$ cat src/verilog/pmcs_pkg.sv
// Purpose: shared constants and types of the power mode and clock select block
// Assumes: 32-bit AXI4-Lite register access, one-hot clock source codes
// Notes: register offsets are byte addresses
package pmcs_pkg;
	localparam int PMCS_ADDR_W = 4;
	localparam logic [3:0] PMCS_OFS_OSC_CTL = 4'h0;
	localparam logic [3:0] PMCS_OFS_STATUS = 4'h4;
	localparam logic [3:0] PMCS_OFS_LPT_CTL = 4'h8;
	// field positions
	localparam int PMCS_BIT_IDLE = 7;
	localparam int PMCS_SEL_LSB = 0;
	localparam int PMCS_SEL_W = 2;
	localparam int PMCS_IFRQ_LSB = 4;
	localparam int PMCS_IFRQ_W = 3;
	localparam int PMCS_BIT_SEC_OSC_EN = 3;
	localparam int PMCS_BIT_SEC_ACTIVE = 6;
	localparam int PMCS_ST_SEC_ACT = 0;
	localparam int PMCS_ST_PRI_DONE = 1;
	localparam int PMCS_ST_SRC_LSB = 2;
	localparam int PMCS_ST_MODE_LSB = 5;
	// clock source select codes
	localparam logic [1:0] PMCS_SEL_PRI = 2'h0;
	localparam logic [1:0] PMCS_SEL_SEC = 2'h1;
	localparam logic [1:0] PMCS_SEL_RESET = 2'h0;
	// one-hot source codes: bit0 primary, bit1 secondary, bit2 internal
	typedef logic [2:0] pmcs_src_t;
	localparam pmcs_src_t PMCS_SRC_NONE = 3'h0;
	localparam pmcs_src_t PMCS_SRC_PRI = 3'h1;
	localparam pmcs_src_t PMCS_SRC_SEC = 3'h2;
	localparam pmcs_src_t PMCS_SRC_INT = 3'h4;
	localparam pmcs_src_t PMCS_SRC_RESET = 3'h1;
	// internal oscillator taps
	localparam logic [2:0] PMCS_IFRQ_SLOW = 3'h0;
	localparam logic [2:0] PMCS_IFRQ_FAST = 3'h7;
	localparam logic [2:0] PMCS_IFRQ_RESET = 3'h0;
	localparam logic [2:0] PMCS_TAP_SLOW = 3'h1;
	localparam logic [2:0] PMCS_TAP_POST = 3'h2;
	localparam logic [2:0] PMCS_TAP_FAST = 3'h4;
	// break-before-make gap count of the source switch; select stays zero for this many aclk cycles plus one
	localparam int PMCS_GAP_CYCLES = 2;
	localparam logic [1:0] PMCS_RESP_OKAY = 2'h0;
	localparam logic [1:0] PMCS_RESP_SLVERR = 2'h2;
	typedef enum logic [2:0] {
		PMCS_ACTIVE = 3'h1,
		PMCS_IDLE = 3'h2,
		PMCS_SLEEP = 3'h4
	} pmcs_mode_t;
endpackage : pmcs_pkg

$ cat src/verilog/pmcs_glitch_mux.sv
// Purpose: break-before-make sequencer for the one-hot clock source select
// Assumes: req is a one-cycle pulse taken only while busy is low
// Notes: select output drops to zero for gap plus one cycles between two sources
`timescale 1ns/1ps
`default_nettype none
module pmcs_glitch_mux
	import pmcs_pkg::*;
#(
	parameter int N = 3,
	parameter int GAP = PMCS_GAP_CYCLES
) (
	input wire logic aclk,
	input wire logic aresetn,
	input wire logic req,
	input wire logic [N-1:0] req_sel,
	output logic [N-1:0] sel_out,
	output logic busy,
	output logic done
);
	localparam int CW = $clog2(GAP + 1);

	typedef struct packed {
		logic [N-1:0] sel;
		logic [N-1:0] pend;
		logic [CW-1:0] cnt;
		logic busy;
		logic done;
	} pmcs_mux_state_t;

	pmcs_mux_state_t s;
	pmcs_mux_state_t next_s;

	always_comb begin
		next_s = s;
		next_s.done = 1'b0;
		if (s.busy) begin
			if (s.cnt != '0) begin
				next_s.cnt = s.cnt - 1'b1;
			end else begin
				next_s.sel = s.pend;
				next_s.busy = 1'b0;
				next_s.done = 1'b1;
			end
		end else if (req) begin
			// old source released first, so no runt pulse can form
			next_s.sel = '0;
			next_s.pend = req_sel;
			next_s.cnt = CW'(GAP);
			next_s.busy = 1'b1;
		end
	end

	always_ff @(posedge aclk) begin
		if (!aresetn) begin
			s.sel <= N'(PMCS_SRC_RESET);
			s.pend <= '0;
			s.cnt <= '0;
			s.busy <= 1'b0;
			s.done <= 1'b0;
		end else begin
			s <= next_s;
		end
	end

	assign sel_out = s.sel;
	assign busy = s.busy;
	assign done = s.done;
endmodule : pmcs_glitch_mux
`default_nettype wire

$ cat src/verilog/pmcs_top.sv
// Purpose: power-managed mode and system clock source selection
// Assumes: oscillator status inputs synchronous to aclk, halt and wake are pulses
// Notes: clock enables are combinational from registered state and the secondary_running input
// Notes on behaviour
// - two-bit select picks primary, secondary or internal clock source
// - modes start by software writing the control register: idle bit 7, select 1:0
// - a new select switches source at once when that source is running
// - idle or sleep is entered only by the halt instruction
// - idle bit is sampled when halt executes
// - idle bit 0 at halt gives sleep: all clocks stopped
// - run modes clock cpu and peripherals: 00 primary, 01 secondary, 1x internal
// - idle bit 1 at halt stops cpu, peripherals stay clocked
// - select 01: move to secondary, stop primary, set active flag, clear start flag
// - secondary oscillator disabled means select 01 does not enter secondary run
// - secondary enabled but not running: clocks withheld until it runs
// - secondary to primary keeps secondary clocking until primary is ready
// - finished switch to primary clears active flag and sets start flag
// - wake-up leaves idle bit, select and secondary oscillator unchanged
// - internal block offers fast oscillator, postscaled output and slow source
//
// Implementation choices: the register offsets and the AXI4-Lite register port.
`timescale 1ns/1ps
`default_nettype none
module pmcs_top
	import pmcs_pkg::*;
#(
	parameter int ADDR_W = PMCS_ADDR_W,
	parameter int GAP = PMCS_GAP_CYCLES
) (
	input wire logic aclk,
	input wire logic aresetn,
	input wire logic [ADDR_W-1:0] awaddr,
	input wire logic awvalid,
	output logic awready,
	input wire logic [31:0] wdata,
	input wire logic [3:0] wstrb,
	input wire logic wvalid,
	output logic wready,
	output logic [1:0] bresp,
	output logic bvalid,
	input wire logic bready,
	input wire logic [ADDR_W-1:0] araddr,
	input wire logic arvalid,
	output logic arready,
	output logic [31:0] rdata,
	output logic [1:0] rresp,
	output logic rvalid,
	input wire logic rready,
	input wire logic halt_exec,
	input wire logic wake_event,
	input wire logic primary_ready,
	input wire logic secondary_running,
	input wire logic internal_running,
	output logic [2:0] clock_source_onehot,
	output logic [2:0] internal_tap,
	output logic cpu_clk_en,
	output logic periph_clk_en,
	output logic primary_osc_en,
	output logic secondary_osc_enable,
	output logic secondary_clock_active,
	output logic primary_start_done
);
	typedef struct packed {
		logic idle_on_halt;
		logic [PMCS_SEL_W-1:0] clock_source_select;
		logic [PMCS_IFRQ_W-1:0] ifrq;
		logic [2:0] tap;
		logic sec_osc_en;
		logic sec_active;
		logic pri_done;
		pmcs_mode_t mode;
		pmcs_src_t cur;
		pmcs_src_t req_sel;
		logic mux_req;
		logic aw_got;
		logic [ADDR_W-1:0] waddr;
		logic w_got;
		logic [7:0] wbyte;
		logic wstb;
		logic bvalid;
		logic [1:0] bresp;
		logic rvalid;
		logic [31:0] rdata;
		logic [1:0] rresp;
	} pmcs_state_t;

	pmcs_state_t s;
	pmcs_state_t next_s;
	pmcs_src_t mux_sel;
	pmcs_src_t target;
	logic mux_busy;
	logic mux_done;
	logic tgt_run;
	logic withhold;
	logic wr_do;
	logic [PMCS_SEL_W-1:0] wr_sel;

	function automatic pmcs_src_t pmcs_decode_sel(input logic [PMCS_SEL_W-1:0] sel);
		if (sel == PMCS_SEL_PRI) begin
			return PMCS_SRC_PRI;
		end else if (sel == PMCS_SEL_SEC) begin
			return PMCS_SRC_SEC;
		end
		return PMCS_SRC_INT;
	endfunction : pmcs_decode_sel

	function automatic logic pmcs_known(input logic [ADDR_W-1:0] a);
		return a == ADDR_W'(PMCS_OFS_OSC_CTL) || a == ADDR_W'(PMCS_OFS_STATUS)
			|| a == ADDR_W'(PMCS_OFS_LPT_CTL);
	endfunction : pmcs_known

	pmcs_glitch_mux #(
		.N(3),
		.GAP(GAP)
	) u_mux (
		.aclk(aclk),
		.aresetn(aresetn),
		.req(s.mux_req),
		.req_sel(s.req_sel),
		.sel_out(mux_sel),
		.busy(mux_busy),
		.done(mux_done)
	);

	////////////////////////////////////////////////////////////////////////
	// source choice and clock gating
	always_comb begin
		target = pmcs_decode_sel(s.clock_source_select);
		if (target == PMCS_SRC_SEC && !s.sec_osc_en) begin
			target = s.cur;
		end
		tgt_run = |(target & {internal_running, secondary_running, primary_ready});
		// enabled but silent secondary: stall rather than run on a dead clock
		withhold = target == PMCS_SRC_SEC && !secondary_running && s.cur != PMCS_SRC_SEC;
	end

	assign cpu_clk_en = s.mode == PMCS_ACTIVE && mux_sel != PMCS_SRC_NONE && !withhold;
	assign periph_clk_en = s.mode != PMCS_SLEEP && mux_sel != PMCS_SRC_NONE && !withhold;
	// primary stays on outside sleep unless settled in secondary run; it restarts once select leaves 01
	assign primary_osc_en = s.mode != PMCS_SLEEP
		&& !(s.cur == PMCS_SRC_SEC && target == PMCS_SRC_SEC);

	////////////////////////////////////////////////////////////////////////
	// next state
	always_comb begin
		next_s = s;
		next_s.mux_req = 1'b0;
		wr_do = 1'b0;
		wr_sel = s.wbyte[PMCS_SEL_LSB +: PMCS_SEL_W];
		// primary not ready means no request, so the old source keeps clocking
		// cur lags mux_done by a cycle: asking then would repeat the same switch
		if (target != s.cur && tgt_run && !mux_busy && !mux_done && !s.mux_req) begin
			next_s.mux_req = 1'b1;
			next_s.req_sel = target;
		end
		if (mux_done) begin
			next_s.cur = mux_sel;
			if (mux_sel == PMCS_SRC_SEC) begin
				next_s.sec_active = 1'b1;
				next_s.pri_done = 1'b0;
			end else begin
				next_s.sec_active = 1'b0;
				if (mux_sel == PMCS_SRC_PRI) begin
					next_s.pri_done = 1'b1;
				end
			end
		end else if (s.cur == PMCS_SRC_PRI && primary_ready && !mux_busy) begin
			next_s.pri_done = 1'b1;
		end
		// internal tap follows its frequency field
		if (s.ifrq == PMCS_IFRQ_SLOW) begin
			next_s.tap = PMCS_TAP_SLOW;
		end else if (s.ifrq == PMCS_IFRQ_FAST) begin
			next_s.tap = PMCS_TAP_FAST;
		end else begin
			next_s.tap = PMCS_TAP_POST;
		end
		unique case (s.mode)
			PMCS_ACTIVE: begin
				if (halt_exec) begin
					// idle bit taken in the halt cycle
					next_s.mode = s.idle_on_halt ? PMCS_IDLE : PMCS_SLEEP;
				end
			end
			PMCS_IDLE, PMCS_SLEEP: begin
				if (wake_event) begin
					next_s.mode = PMCS_ACTIVE;
				end
			end
			default: begin
				next_s.mode = PMCS_ACTIVE;
			end
		endcase
		// axi4-lite write
		if (awvalid && awready) begin
			next_s.aw_got = 1'b1;
			next_s.waddr = awaddr;
		end
		if (wvalid && wready) begin
			next_s.w_got = 1'b1;
			next_s.wbyte = wdata[7:0];
			next_s.wstb = wstrb[0];
		end
		if (s.aw_got && s.w_got && !s.bvalid) begin
			wr_do = s.wstb;
			next_s.aw_got = 1'b0;
			next_s.w_got = 1'b0;
			next_s.bvalid = 1'b1;
			next_s.bresp = pmcs_known(s.waddr) ? PMCS_RESP_OKAY : PMCS_RESP_SLVERR;
			if (wr_do && s.waddr == ADDR_W'(PMCS_OFS_OSC_CTL)) begin
				next_s.idle_on_halt = s.wbyte[PMCS_BIT_IDLE];
				next_s.clock_source_select = wr_sel;
				next_s.ifrq = s.wbyte[PMCS_IFRQ_LSB +: PMCS_IFRQ_W];
			end
			if (wr_do && s.waddr == ADDR_W'(PMCS_OFS_LPT_CTL)) begin
				next_s.sec_osc_en = s.wbyte[PMCS_BIT_SEC_OSC_EN];
			end
		end
		if (s.bvalid && bready) begin
			next_s.bvalid = 1'b0;
		end
		// axi4-lite read
		if (s.rvalid && rready) begin
			next_s.rvalid = 1'b0;
		end
		if (arvalid && arready) begin
			next_s.rvalid = 1'b1;
			next_s.rdata = '0;
			next_s.rresp = pmcs_known(araddr) ? PMCS_RESP_OKAY : PMCS_RESP_SLVERR;
			if (araddr == ADDR_W'(PMCS_OFS_OSC_CTL)) begin
				next_s.rdata[PMCS_BIT_IDLE] = s.idle_on_halt;
				next_s.rdata[PMCS_IFRQ_LSB +: PMCS_IFRQ_W] = s.ifrq;
				next_s.rdata[PMCS_SEL_LSB +: PMCS_SEL_W] = s.clock_source_select;
			end else if (araddr == ADDR_W'(PMCS_OFS_STATUS)) begin
				next_s.rdata[PMCS_ST_SEC_ACT] = s.sec_active;
				next_s.rdata[PMCS_ST_PRI_DONE] = s.pri_done;
				next_s.rdata[PMCS_ST_SRC_LSB +: 3] = s.cur;
				next_s.rdata[PMCS_ST_MODE_LSB +: 3] = s.mode;
			end else if (araddr == ADDR_W'(PMCS_OFS_LPT_CTL)) begin
				next_s.rdata[PMCS_BIT_SEC_ACTIVE] = s.sec_active;
				next_s.rdata[PMCS_BIT_SEC_OSC_EN] = s.sec_osc_en;
			end
		end
	end

	always_ff @(posedge aclk) begin
		if (!aresetn) begin
			s <= '{
				idle_on_halt: 1'b0,
				clock_source_select: PMCS_SEL_RESET,
				ifrq: PMCS_IFRQ_RESET,
				tap: PMCS_TAP_SLOW,
				sec_osc_en: 1'b0,
				sec_active: 1'b0,
				pri_done: 1'b0,
				mode: PMCS_ACTIVE,
				cur: PMCS_SRC_RESET,
				req_sel: PMCS_SRC_RESET,
				mux_req: 1'b0,
				aw_got: 1'b0,
				waddr: '0,
				w_got: 1'b0,
				wbyte: 8'h00,
				wstb: 1'b0,
				bvalid: 1'b0,
				bresp: PMCS_RESP_OKAY,
				rvalid: 1'b0,
				rdata: 32'h0000_0000,
				rresp: PMCS_RESP_OKAY
			};
		end else begin
			s <= next_s;
		end
	end

	assign awready = !s.aw_got && !s.bvalid;
	assign wready = !s.w_got && !s.bvalid;
	assign arready = !s.rvalid;
	assign bvalid = s.bvalid;
	assign bresp = s.bresp;
	assign rvalid = s.rvalid;
	assign rdata = s.rdata;
	assign rresp = s.rresp;
	assign clock_source_onehot = mux_sel;
	assign internal_tap = s.tap;
	assign secondary_osc_enable = s.sec_osc_en;
	assign secondary_clock_active = s.sec_active;
	assign primary_start_done = s.pri_done;
endmodule : pmcs_top
`default_nettype wire

$ cat config.mk
export PLATFORM = sky130hd
export DESIGN_NAME = pmcs_top
export DESIGN_NICKNAME = d
export VERILOG_FILES = /design/src/verilog/pmcs_pkg.sv /design/src/verilog/pmcs_glitch_mux.sv /design/src/verilog/pmcs_top.sv
export SDC_FILE = /design/constraint.sdc
export NUM_CORES = 1
export LEC_CHECK = 0
export ABC_AREA = 1
export BUFFER_PORTS_ARGS = -buffer_cell sky130_fd_sc_hd__buf_2
export CORE_ASPECT_RATIO = 0.9
export CORE_MARGIN = 4
export CORE_UTILIZATION = 25
export CTS_CLUSTER_DIAMETER = 30
export CTS_CLUSTER_SIZE = 40
export DETAILED_ROUTE_END_ITERATION = 16
export SYNTH_ARGS = -nofsm -noshare
export SYNTH_HDL_FRONTEND = slang
export SYNTH_SLANG_ARGS = --single-unit
$ cat constraint.sdc
create_clock -name aclk -period 2.8 [get_ports aclk]
set_input_delay 0.28 -clock aclk [delete_from_list [all_inputs] [get_ports aclk]]
set_output_delay 0.28 -clock aclk [all_outputs]
set_load 0.01 [all_outputs]
==> results of run 1 <==
==> stage by stage <==
step	util, %	hold WS, ns	worst slack [ns]	instances
after floorplan	-	0.379	1.44	406
final	30.8	0.140	0.892	560
after global routing	30.8	0.140	0.740	560
after CTS	30.8	0.125	0.868	560
after global placement	27.3	0.447	1.24	544
after detailed placement	27.3	0.454	1.23	544
==> cells by family after synthesis <==
family,synth area share [%]
AOI/OAI and AO/OA,15.4
xor gates and xnor gates,0.316
adders and majority gates,0.452
buffers and inverters,19.7
DFF,41.9
other,0.135
and+or+nand+nor,22.1
==> state kept, by name (all words and copies together), names as in the netlist <==
register	flops
bresp	1
bvalid	1
internal_tap	3
primary_start_done	1
rdata	8
rresp	1
rvalid	1
s	30
secondary_clock_active	1
secondary_osc_enable	1
u_mux.busy	1
u_mux.done	1
u_mux.s	5
u_mux.sel_out	3
==> critical path: stages (launching register included) <==
cell,delay [ns]
dfxtp_1,0.40
inv_2,0.08
nor2_4,0.10
nand2_1,0.09
nor3_2,0.19
inv_2,0.06
nor2_1,0.08
nand2_1,0.07
nand3_1,0.07
inv_1,0.04
buf_2,0.13
==> routing by layer <==
| metal | vias up | wire [um] | GRT usage, % |
|---|---|---|---|
| met3 | 12 | 497 | 4.36 |
| li1 | 1242 | - | - |
| met4 | 2 | 85 | 3.23 |
| met2 | 68 | 2860 | 16.2 |
| met1 | 1037 | 2800 | 11.8 |
| met5 | - | 11 | 0 |
==> cells in the mapped netlist (all sizes together) <==
master / instances / area (um2)
nor2: 71 / 279
dfxtp: 58 / 1160
inv: 49 / 184
buf: 47 / 348
nand2: 47 / 181
o21ai: 37 / 185
a21oi: 21 / 105
nand3: 20 / 100
nor3: 4 / 30.0
clkbuf: 3 / 11.3
o211ai: 3 / 22.5
o22ai: 3 / 18.8
a211oi: 2 / 20.0
a31oi: 2 / 12.5
a32o: 2 / 20.0
o31ai: 2 / 15.0
a221o: 1 / 10.0
a41oi: 1 / 8.76
clkinv: 1 / 3.75
conb: 1 / 3.75
ha: 1 / 12.5
nand3b: 1 / 7.51
nand4: 1 / 6.26
nor4: 1 / 6.26
o21a: 1 / 7.51
xor2: 1 / 8.76
==> final timing paths <==
check / startpoint / to / slack, ns / depth (start not counted)
max: s[72]$_SDFFE_PN0P_ / periph_clk_en / 0.89 / 10
min: bready / bvalid$_SDFFE_PP0P_ / 0.14 / 2
max reg2reg: bvalid$_SDFFE_PP0P_ / s[71]$_SDFFE_PN0P_ / 1.31 / 6
min reg2reg: u_mux.s[3]$_SDFFE_PN0P_ / u_mux.s[3]$_SDFFE_PN0P_ / 0.46 / 2
==> where the power goes <==
group / total (uW) / internal [uW] / switching [uW] / leakage (uW)
Clock: 1400 / 1030 / 366 / 0.000189
Combinational: 243 / 88.6 / 155 / 0.000922
Sequential: 901 / 872 / 28.6 / 0.000474
==> area by class of cell <==
type,instances,area (um2)
inverter,50,188
sequential,58,1160
clock buffer,12,267
timing repair buffer,55,278
fill,1183,7480
multi-input combinational,248,1150
tap,133,166
clock inverter,4,120
==> key figures, run 1 <==
Run status
  – Status: complete, no violations

Global route
  – Number of global-route vias before repair: 2205
  – Global-route wire length before repair: 10.2 mm
  – Total GRT Usage: 9.96%
  – Largest net degree at the start of global routing: 28
  – Initial antenna violation count: 1
  – Congestion Overflow GR: 0

Clock tree
  – Clock slew at reported path FFs: 0.05 ns
  – Post-CTS Hold Buffers: 0
  – Post-CTS Setup Bufs: 0
  – Post-CTS Resized: 0
  – CTS root buffer: clkbuf_16
  – CTS H-Tree Depth: 3
  – CTS tree: built
  – Clock sinks: 58
  – TritonCTS Buffers: 9
  – Worst skew pair latency: 0.32 ns
  – Max clock buf depth: 2

Route
  – Initial DRC count: 132
  – Drt drc: 0
  – 1st-pass router iterations: 4
  – DR vias: 2361
  – DR vias/cell: 4.22
  – Overall routed net length: 6.26 mm
  – Routed Antenna Nets: 0
  – Wire length per cell: 11.2 um

Floorplan
  – Die Ht: 108 um
  – Die Width: 119 um
  – Row cnt: 36
  – Starting Density: 25.6%
  – Top Ports: 109
  – Die footprint: 0.0128 mm2
  – Core area: 0.0108 mm2

Yosys
  – Mean post-synth cell area: 7.27 um2
  – Synth Instances: 381
  – Cell variety after synth: 36
  – Seq/Total Area, Yosys: 41.9%
  – Synth warn: 0
  – Post-Syn Area: 0.00277 mm2
  – Number of synthesized register bits: 58

Flow run
  – Max cap viols: 0

Placed design
  – Detailed Place HPWL: 4.95 mm
  – Dpl cell area: 0.00295 mm2
  – Routability cong.: 0.753
  – I/O Buffers: 54

Finish
  – Nets: 479
  – Commonest cells after routing, fill and taps aside: 68 x nor2_1, 58 x dfxtp_1, 54 x buf_2
  – Antenna diode count: 0
  – Most common cell after layout, fill and taps aside: nor2_1
  – Layout cells sized above 1: 20.8%
  – Area growth, synth to finish: 20.4%
  – Cell area after layout: 0.00333 mm2

Hold path
  – Hold Crit Class: input port to register

Power and ir drop
  – Worst VDD drop: 342 uV
  – PwrDens: 762 mW/mm2
  – Total power draw: 2540 uW
  – LEAKAGE: 0.00158 uW

Timing
  – RSZ-0062 raised after global routing: no
  – Setup TNS: 0 ns
  – Fmax: 524 MHz
  – Final hold violation count: 0
  – Final Setup Violations: 0
  – Fin crit share: 68.1%
  – Post-route clock skew: 0.00438 ns
  – Final Slew Violations: 0
  – Final min period: 1.91 ns

Critical path
  – Critical path required time: 2.52 ns
  – Critical Path Fanout Max: 4
  – Setup CP Type: register to primary output
  – Setup crit start kind: register
  – WP data arrival: 1.63 ns
  – Worst setup EP type: primary output
Power figures use the tool's default switching activity.
==> run 2, diff against run 1 <==
==> constraint.sdc (replaced) <==
create_clock -name aclk -period 1.6 [get_ports aclk]
set_input_delay 0.16 -clock aclk [delete_from_list [all_inputs] [get_ports aclk]]
set_output_delay 0.16 -clock aclk [all_outputs]
set_load 0.01 [all_outputs]
==> key figures, run 2 (synthesized netlist as in run 1, its figures left out) <==
Global route
  – Global-route wire length before repair: 10.5 mm (was 10.2 mm)
  – Congestion Overflow GR: 0 (unchanged)
  – Initial antenna violation count: 1 (unchanged)
  – Number of global-route vias before repair: 2310 (was 2205)
  – Largest net degree at the start of global routing: 28 (unchanged)
  – Total GRT Usage: 10.2% (was 9.96%)

Finish
  – Area growth, synth to finish: 27.2% (was 20.4%)
  – Biggest register: s (unchanged)
  – Antenna diode count: 0 (unchanged)
  – Nets: 500 (was 479)
  – Fillcell total: 1135 (was 1183)
  – Sequential Area: 0.00117 mm2 (was 0.00116 mm2)
  – Commonest cells after routing, fill and taps aside: 67 x nor2_1, 55 x dfxtp_1, 53 x buf_2 (was 68 x nor2_1, 58 x dfxtp_1, 54 x buf_2)
  – Largest register FFs: 30 (unchanged)
  – Layout cells sized above 1: 27.2% (was 20.8%)
  – Most common cell after layout, fill and taps aside: nor2_1 (unchanged)
  – Final Util: 32.6% (was 30.8%)
  – Cell area after layout: 0.00352 mm2 (was 0.00333 mm2)
  – Multi-input combinational cell area: 0.00119 mm2 (was 0.00115 mm2)

Route
  – Initial DRC count: 97 (was 132)
  – 1st-pass router iterations: 4 (unchanged)
  – Drt drc: 0 (unchanged)
  – DR vias: 2526 (was 2361)
  – Overall routed net length: 6.69 mm (was 6.26 mm)
  – Routed Antenna Nets: 0 (unchanged)
  – DR vias/cell: 4.35 (was 4.22)
  – Wire length per cell: 11.5 um (was 11.2 um)

Placed design
  – Routability cong.: 0.763 (was 0.753)
  – Dpl cell area: 0.00297 mm2 (was 0.00295 mm2)
  – I/O Buffers: 54 (unchanged)
  – Detailed Place HPWL: 5.00 mm (was 4.95 mm)

Power and ir drop
  – Total power draw: 4260 uW (was 2540 uW)
  – Clock Power Share: 52.6% (was 55.0%)
  – Worst VDD drop: 484 uV (was 342 uV)
  – LEAKAGE: 0.00167 uW (was 0.00158 uW)
  – Sequential Power Share: 36.9% (was 35.5%)
  – Int Power: 3290 uW (was 1990 uW)
  – Combinational share of power: 10.5% (was 9.6%)
  – Switch Pwr: 968 uW (was 549 uW)
  – PwrDens: 1210 mW/mm2 (was 762 mW/mm2)
  – Switching Share: 22.7% (was 21.6%)

Timing
  – Fmax: 580 MHz
  – Setup WS post-layout: -0.125 ns (was 0.892 ns)
  – Post-route clock skew: 0.00609 ns (was 0.00438 ns)
  – RSZ-0062 raised after global routing: yes (was no)
  – Setup TNS: -0.260 ns (was 0 ns)
  – Final Slew Violations: 0 (unchanged)
  – Fin crit share: 108%
  – Final min period: 1.73 ns
  – Final hold violation count: 0 (unchanged)
  – Fin Hold WS: 0.0266 ns (was 0.140 ns)
  – Final Setup Violations: 4 (was 0)

Critical path
  – CP max-delay cell: dfxtp_1 (unchanged)
  – Setup CP Type: register to primary output (unchanged)
  – Reg2reg end: s[55]$_SDFFE_PN0P_ (was s[71]$_SDFFE_PN0P_)
  – R2R Setup Slk: -0.01 ns (was 1.31 ns)
  – Max incr delay on CP: 0.35 ns (was 0.40 ns)
  – WP depth: 9 (was 10)
  – Worst setup EP type: primary output (unchanged)
  – Worst Setup EP: cpu_clk_en (was periph_clk_en)
  – Worst Path Buf+Inv: 4 (unchanged)
  – Worst setup startpoint: s[73]$_SDFFE_PN0P_ (was s[72]$_SDFFE_PN0P_)
  – Cell mode on critical path: inv_2
  – Worst-path cell chain: inv_2, nand2_2, nor3_2, inv_2, nor2_1, nand2_1, nand3_1, inv_1, buf_2 (was inv_2, nor2_4, nand2_1, nor3_2, inv_2, nor2_1, nand2_1, nand3_1, inv_1, buf_2)
  – Setup crit start kind: register (unchanged)
  – WP data arrival: 1.57 ns (was 1.63 ns)
  – Critical Path Fanout Max: 5 (was 4)
  – Crit path max-delay family: simple AND/OR/NAND/NOR gates (unchanged)
  – Worst Reg2Reg Path Length in Cells: 12 (was 6)
  – FF-to-FF Start: s[72]$_SDFFE_PN0P_ (was bvalid$_SDFFE_PP0P_)
  – Critical path required time: 1.44 ns (was 2.52 ns)

Hold path
  – Origin of the worst min-delay path: bready (unchanged)
  – Hold Crit Class: input port to register (unchanged)

Clock tree
  – CTS H-Tree Depth: 3 (unchanged)
  – CTS tree: built (unchanged)
  – Clock sinks: 58 (unchanged)
  – CTS root buffer: clkbuf_16 (unchanged)
  – TritonCTS Buffers: 9 (unchanged)
  – Clock slew at reported path FFs: 0.05 ns (about the same)
  – Max clock buf depth: 2 (unchanged)
  – Worst skew pair latency: 0.32 ns (about the same)

Floorplan
  – Top Ports: 109 (unchanged)
  – Row cnt: 36 (unchanged)
  – Core area: 0.0108 mm2 (unchanged)
  – Starting Density: 25.6% (unchanged)
  – Die Ht: 108 um (unchanged)
  – Die footprint: 0.0128 mm2 (unchanged)
  – Die Width: 119 um (unchanged)

Run status
  – Failing checks: negative setup slack
  – Status: finished with violations (was complete, no violations)

Flow run
  – Max cap viols: 0 (unchanged)
==> run 2: cell types whose count changed in the layout (fill, tap and decap cells not counted), sizes merged <==
| cell | change |
|---|---|
| buf | +21 |
| bufinv | -1 |
| clkinvlp | +1 |
==> run 2: layer usage <==
metal / routed length, um / GRT usage [%] / up-vias / part of all wire (%)
li1: - / - / 1284 / -
met1: 2980 / 12.0 / 1144 / 44
met2: 3130 / 17.2 / 80 / 47
met3: 438 / 4.20 / 16 / 6.5
met4: 135 / 2.89 / 2 / 2.0
met5: 7 / 0 / - / 0.10
==> run 2: power by group through the flow <==
stage,logic (uW),clock network (uW),registers [uW]
floorplan,369,0,1600
global placement,430,0,1600
detailed placement,438,0,1600
CTS,440,2280,1570
global route,513,2340,1580
finish,448,2240,1570
==> run 2: worst reg2reg max path: cells and delay by family (launching register included) <==
kind                   cells  cell delay, ns
buffers and inverters      7            0.79
DFF                        1            0.39
and+or+nand+nor            5            0.39
==> run 2: how the worst min path moves through the flow <==
stage / end / slack, ns / cells past startpoint
global route: bvalid$_SDFFE_PP0P_ / 0.04 / 2
global placement: bvalid$_SDFFE_PP0P_ / 0.35 / 2
detailed placement: bvalid$_SDFFE_PP0P_ / 0.36 / 2
CTS: bvalid$_SDFFE_PP0P_ / 0.02 / 2
finish: bvalid$_SDFFE_PP0P_ / 0.03 / 2
floorplan: bvalid$_SDFFE_PP0P_ / 0.26 / 1
==> run 2: stage by stage <==
stage / setup WS (ns) / cells
after global placement: 0.137 / 547
after global routing: -0.225 / 581
after detailed placement: 0.136 / 547
after CTS: -0.113 / 572
after floorplan: 0.358 / 406
final: -0.125 / 581
==> run 2: timing repair <==
action | in CTS | in global routing
setup buffers | 9 | 9
resized for setup | 7 | 13
hold buffers | 0 | 0
pin swaps | 1 | 4
setup endpoints to repair | 3 | 4
==> run 2: cell type report <==
class / count / area share [%]
repair buffers: 76 / 12.7
clock inverters: 4 / 2.77
flip-flops and latches: 58 / 33.2
multi-input cells: 248 / 33.9
well taps: 133 / 4.73
clock buffers: 12 / 7.28
inverters: 50 / 5.47
==> run 3, diff against run 2 <==
--- a/config.mk
+++ b/config.mk
@@ -6,13 +6,14 @@
 export NUM_CORES = 1
 export LEC_CHECK = 0
 export ABC_AREA = 1
-export BUFFER_PORTS_ARGS = -buffer_cell sky130_fd_sc_hd__buf_2
 export CORE_ASPECT_RATIO = 0.9
 export CORE_MARGIN = 4
 export CORE_UTILIZATION = 25
 export CTS_CLUSTER_DIAMETER = 30
 export CTS_CLUSTER_SIZE = 40
 export DETAILED_ROUTE_END_ITERATION = 16
+export DONT_BUFFER_PORTS = 1
 export SYNTH_ARGS = -nofsm -noshare
 export SYNTH_HDL_FRONTEND = slang
+export SYNTH_HIERARCHICAL = 1
 export SYNTH_SLANG_ARGS = --single-unit
==> key figures, run 3 <==
Timing
  – Fin crit share: 102% (was 108%)
  – Post-route clock skew: 0.00715 ns (was 0.00609 ns)
  – Final Setup Violations: 2 (was 4)
  – Setup WS post-layout: -0.0361 ns (was -0.125 ns)
  – Final hold violation count: 0 (unchanged)
  – Fin Hold WS: 0.00751 ns (was 0.0266 ns)
  – Relative slew slack: 62.3%
  – Final min period: 1.64 ns (was 1.73 ns)
  – Fmax: 611 MHz (was 580 MHz)
  – Worst-Margin Slew: 0.565 ns
  – Final Slew Violations: 0 (unchanged)
  – RSZ-0062 raised after global routing: yes (unchanged)

Clock tree
  – TritonCTS Buffers: 9 (unchanged)
  – Max clock buf depth: 2 (unchanged)
  – CTS root buffer: clkbuf_16 (unchanged)
  – CTS H-Tree Depth: 3 (unchanged)
  – Clock sinks: 58 (unchanged)
  – CTS tree: built (unchanged)
  – Clock slew at reported path FFs: 0.05 ns (about the same)
  – Worst skew pair latency: 0.32 ns (about the same)

Power and ir drop
  – Worst VDD drop: 584 uV (was 484 uV)
  – LEAKAGE: 0.00147 uW (was 0.00167 uW)
  – PwrDens: 1220 mW/mm2 (was 1210 mW/mm2)

Finish
  – Antenna diode count: 0 (unchanged)
  – Commonest cells after routing, fill and taps aside: 57 x nor2_1, 54 x dfxtp_1, 40 x inv_1 (was 67 x nor2_1, 55 x dfxtp_1, 53 x buf_2)
  – Cell area after layout: 0.00333 mm2 (was 0.00352 mm2)
  – Multi-input combinational cell area: 0.00129 mm2 (was 0.00119 mm2)
  – Fillcell total: 1179 (was 1135)
  – Biggest register: s (unchanged)
  – Most common cell after layout, fill and taps aside: nor2_1 (unchanged)
  – Area growth, synth to finish: 15.4% (was 27.2%)
  – Nets: 454 (was 500)
  – Largest register FFs: 30 (unchanged)
  – Layout cells sized above 1: 18.5% (was 27.2%)
  – Sequential Area: 0.00117 mm2 (about the same)

Yosys
  – Synth Area in Simple Gates: 23.8% (was 22.1%)
  – Most frequent cell after synthesis: dfxtp_1 (was nor2_1)
  – Cell type with the largest total area after synthesis: dfxtp_1 (unchanged)
  – Multiplexer share of the synthesized area: 0% (unchanged)
  – Synth Instances: 392 (was 381)
  – Largest family of logic cells by synthesized area: simple AND/OR/NAND/NOR gates (unchanged)
  – Number of synthesized register bits: 58 (unchanged)
  – Cell variety after synth: 36 (unchanged)
  – Synth Area in XOR/XNOR: 0% (was 0.316%)
  – Synth top area cells: dfxtp_1 40%, buf_4 11%, nor2_1 7.4% (was dfxtp_1 42%, buf_4 12%, nor2_1 9.2%)
  – Synth Area in Adders: 0.868% (was 0.452%)
  – Share of the synthesized area in the top cell type: 40.3% (was 41.9%)
  – Seq/Total Area, Yosys: 40.3% (was 41.9%)
  – Post-Syn Area: 0.00288 mm2 (was 0.00277 mm2)
  – Synth cell count leaders: 58 x dfxtp_1, 57 x nor2_1, 42 x buf_4, 42 x inv_1, 36 x nand2_1 (was 68 x nor2_1, 58 x dfxtp_1, 45 x nand2_1)
  – Post-synth ARST share: 0% (unchanged)
  – Synth warn: 6 (was 0)
  – EDFF count, synth: 0 (unchanged)
  – Mean post-synth cell area: 7.36 um2 (was 7.27 um2)
  – Synth Area in Compound Gates: 15.7% (was 15.4%)
  – Ys flop type: dfxtp_1 (unchanged)

Hold path
  – Origin of the worst min-delay path: bready (unchanged)
  – Hold Crit Class: input port to register (unchanged)
  – Worst Hold Path Cells: 3 (was 2)

Global route
  – Grt met1 use: 13.0% (was 12.0%)
  – Number of global-route vias before repair: 2265 (was 2310)
  – Global-route wire length before repair: 11.0 mm (was 10.5 mm)
  – Global route hottest layer: met2 (unchanged)
  – Total GRT Usage: 10.6% (was 10.2%)
  – Met2 Usage GRT: 16.1% (was 17.2%)
  – GR Util met3: 5.76% (was 4.20%)
  – Largest net degree at the start of global routing: 38 (was 28)
  – Congestion Overflow GR: 0 (unchanged)
  – Initial antenna violation count: 1 (unchanged)

Critical path
  – WP data arrival: 1.48 ns (was 1.57 ns)
  – Worst Reg2Reg Path Length in Cells: 9 (was 12)
  – Setup crit start kind: register (unchanged)
  – Setup CP Type: register to primary output (unchanged)
  – CP max-delay cell: dfxtp_2 (was dfxtp_1)
  – Crit path max-delay family: simple AND/OR/NAND/NOR gates (unchanged)
  – Worst-path cell chain: inv_2, nand2_2, nand2_4, nor3_2, inv_1, nor2_1, nand2_1, nand3_2, inv_2 (was inv_2, nand2_2, nor3_2, inv_2, nor2_1, nand2_1, nand3_1, inv_1, buf_2)
  – Cell mode on critical path: inv_2 (unchanged)
  – Critical path required time: 1.44 ns (about the same)
  – Worst Path Buf+Inv: 3 (was 4)
  – WP depth: 9 (unchanged)
  – Critical Path Fanout Max: 5 (unchanged)
  – FF-to-FF Start: s[73]$_SDFFE_PN0P_ (was s[72]$_SDFFE_PN0P_)
  – Max incr delay on CP: 0.35 ns (about the same)
  – Worst setup EP type: primary output (unchanged)
  – Worst setup startpoint: s[58]$_SDFFE_PN0P_ (was s[73]$_SDFFE_PN0P_)

Route
  – DR vias: 2417 (was 2526)
  – Routed Antenna Nets: 0 (unchanged)
  – Initial DRC count: 154 (was 97)
  – DR vias/cell: 4.37 (was 4.35)
  – 1st-pass router iterations: 5 (was 4)
  – Wire length per cell: 12.6 um (was 11.5 um)
  – Drt drc: 0 (unchanged)
  – Overall routed net length: 6.95 mm (was 6.69 mm)

Floorplan
  – Core area: 0.0110 mm2 (was 0.0108 mm2)
  – Starting Density: 26.1% (was 25.6%)
  – Die Ht: 110 um (was 108 um)
  – Top Ports: 109 (unchanged)
  – Row cnt: 36 (unchanged)
  – Die footprint: 0.0133 mm2 (was 0.0128 mm2)
  – Die Width: 121 um (was 119 um)

Flow run
  – Max cap viols: 0 (unchanged)

Placed design
  – I/O Buffers: 0 (was 54)
  – Detailed Place HPWL: 5.04 mm (was 5.00 mm)
  – Routability cong.: 0.849 (was 0.763)
  – Dpl cell area: 0.00284 mm2 (was 0.00297 mm2)

Run status
  – Failing checks: negative setup slack (unchanged)
  – Status: finished with violations (unchanged)
==> run 3: changes by cell type in the layout (fill, tap and decap cells not counted), moves of 3 or more <==
cell / previous run / this run
buf_2: 53 / 0
nor2_1: 67 / 57
buf_4: 21 / 12
nand2_1: 40 / 34
nand3_1: 17 / 23
dlygate4sd3_1: 0 / 5
nand2_2: 7 / 11
nor2_2: 3 / 7
o21ai_0: 32 / 35
o21ai_2: 0 / 3
==> run 3: cell type report <==
cell class | count | share of cell area (%)
Multi-Input combinational cell | 258 | 38.9
Sequential cell | 58 | 35.1
Inverter | 51 | 5.83
Clock buffer | 11 | 7.29
Clock inverter | 5 | 2.33
Tap cell | 152 | 5.71
Timing Repair Buffer | 18 | 4.81
==> run 3: metrics by stage <==
stage	worst slack [ns]	utilization, %	total power, uW	setup TNS, ns	std cells
after detailed placement	0.185	25.7	2020	0	524
after global placement	0.206	25.7	2000	0	524
final	-0.0361	30.2	4080	-0.0659	553
after floorplan	0.339	-	2010	0	417
after CTS	-0.00651	29.6	4110	-0.00651	549
after global routing	-0.145	30.2	4250	-0.361	553
==> run 3: report_power, final <==
group,total [uW],leakage (uW),switching (uW),internal (uW)
clock,2040,0.000156,641,1400
sequential,1590,0.000475,65.8,1530
combinational,442,0.000835,298,144
total,4080,0.00147,1000,3070
==> run 3: worst paths after layout <==
kind	slack [ns]	endpoint
max reg2reg	0.19	s[54]$_SDFFE_PN1P_
min reg2reg	0.46	s[54]$_SDFFE_PN1P_
max	-0.04	periph_clk_en
min	0.008	bvalid$_SDFFE_PP0P_
==> run 3: kinds of logic (layout without fill, tap and decap cells) <==
group / count (synthesis) / in the layout
AND/OR/NAND/NOR: 149 / 149
buffers and inverters: 101 / 85
AO/OA/AOI/OAI: 81 / 81
flip-flops: 58 / 58
adder cells (fa/ha/maj): 2 / 2
other: 1 / 26
==> run 3: worst reg2reg max path, stage by stage, from the launching register on <==
cell and delay, ns:
dfxtp_1 0.41, nor2_4 0.07, buf_4 0.13, buf_4 0.13, nand3_1 0.10, nand2_2 0.07
nor2_2 0.11, nand2_2 0.08, nand3_1 0.10, nand3_1 0.08
==> run 3: metal layers <==
| metal | wire length (um) | vias to the layer above |
|---|---|---|
| met5 | 20 | - |
| met1 | 2980 | 1093 |
| li1 | - | 1214 |
| met4 | 129 | 2 |
| met2 | 3100 | 90 |
| met3 | 714 | 18 |
==> run 3: timing repair <==
item                       4_1_cts  5_1_grt
hold buffers                     6        0
hold endpoints to repair        40        0
gates resized for setup          6        9
setup buffers                    3        4
setup endpoints to repair        3        4
pin swaps                        3        4
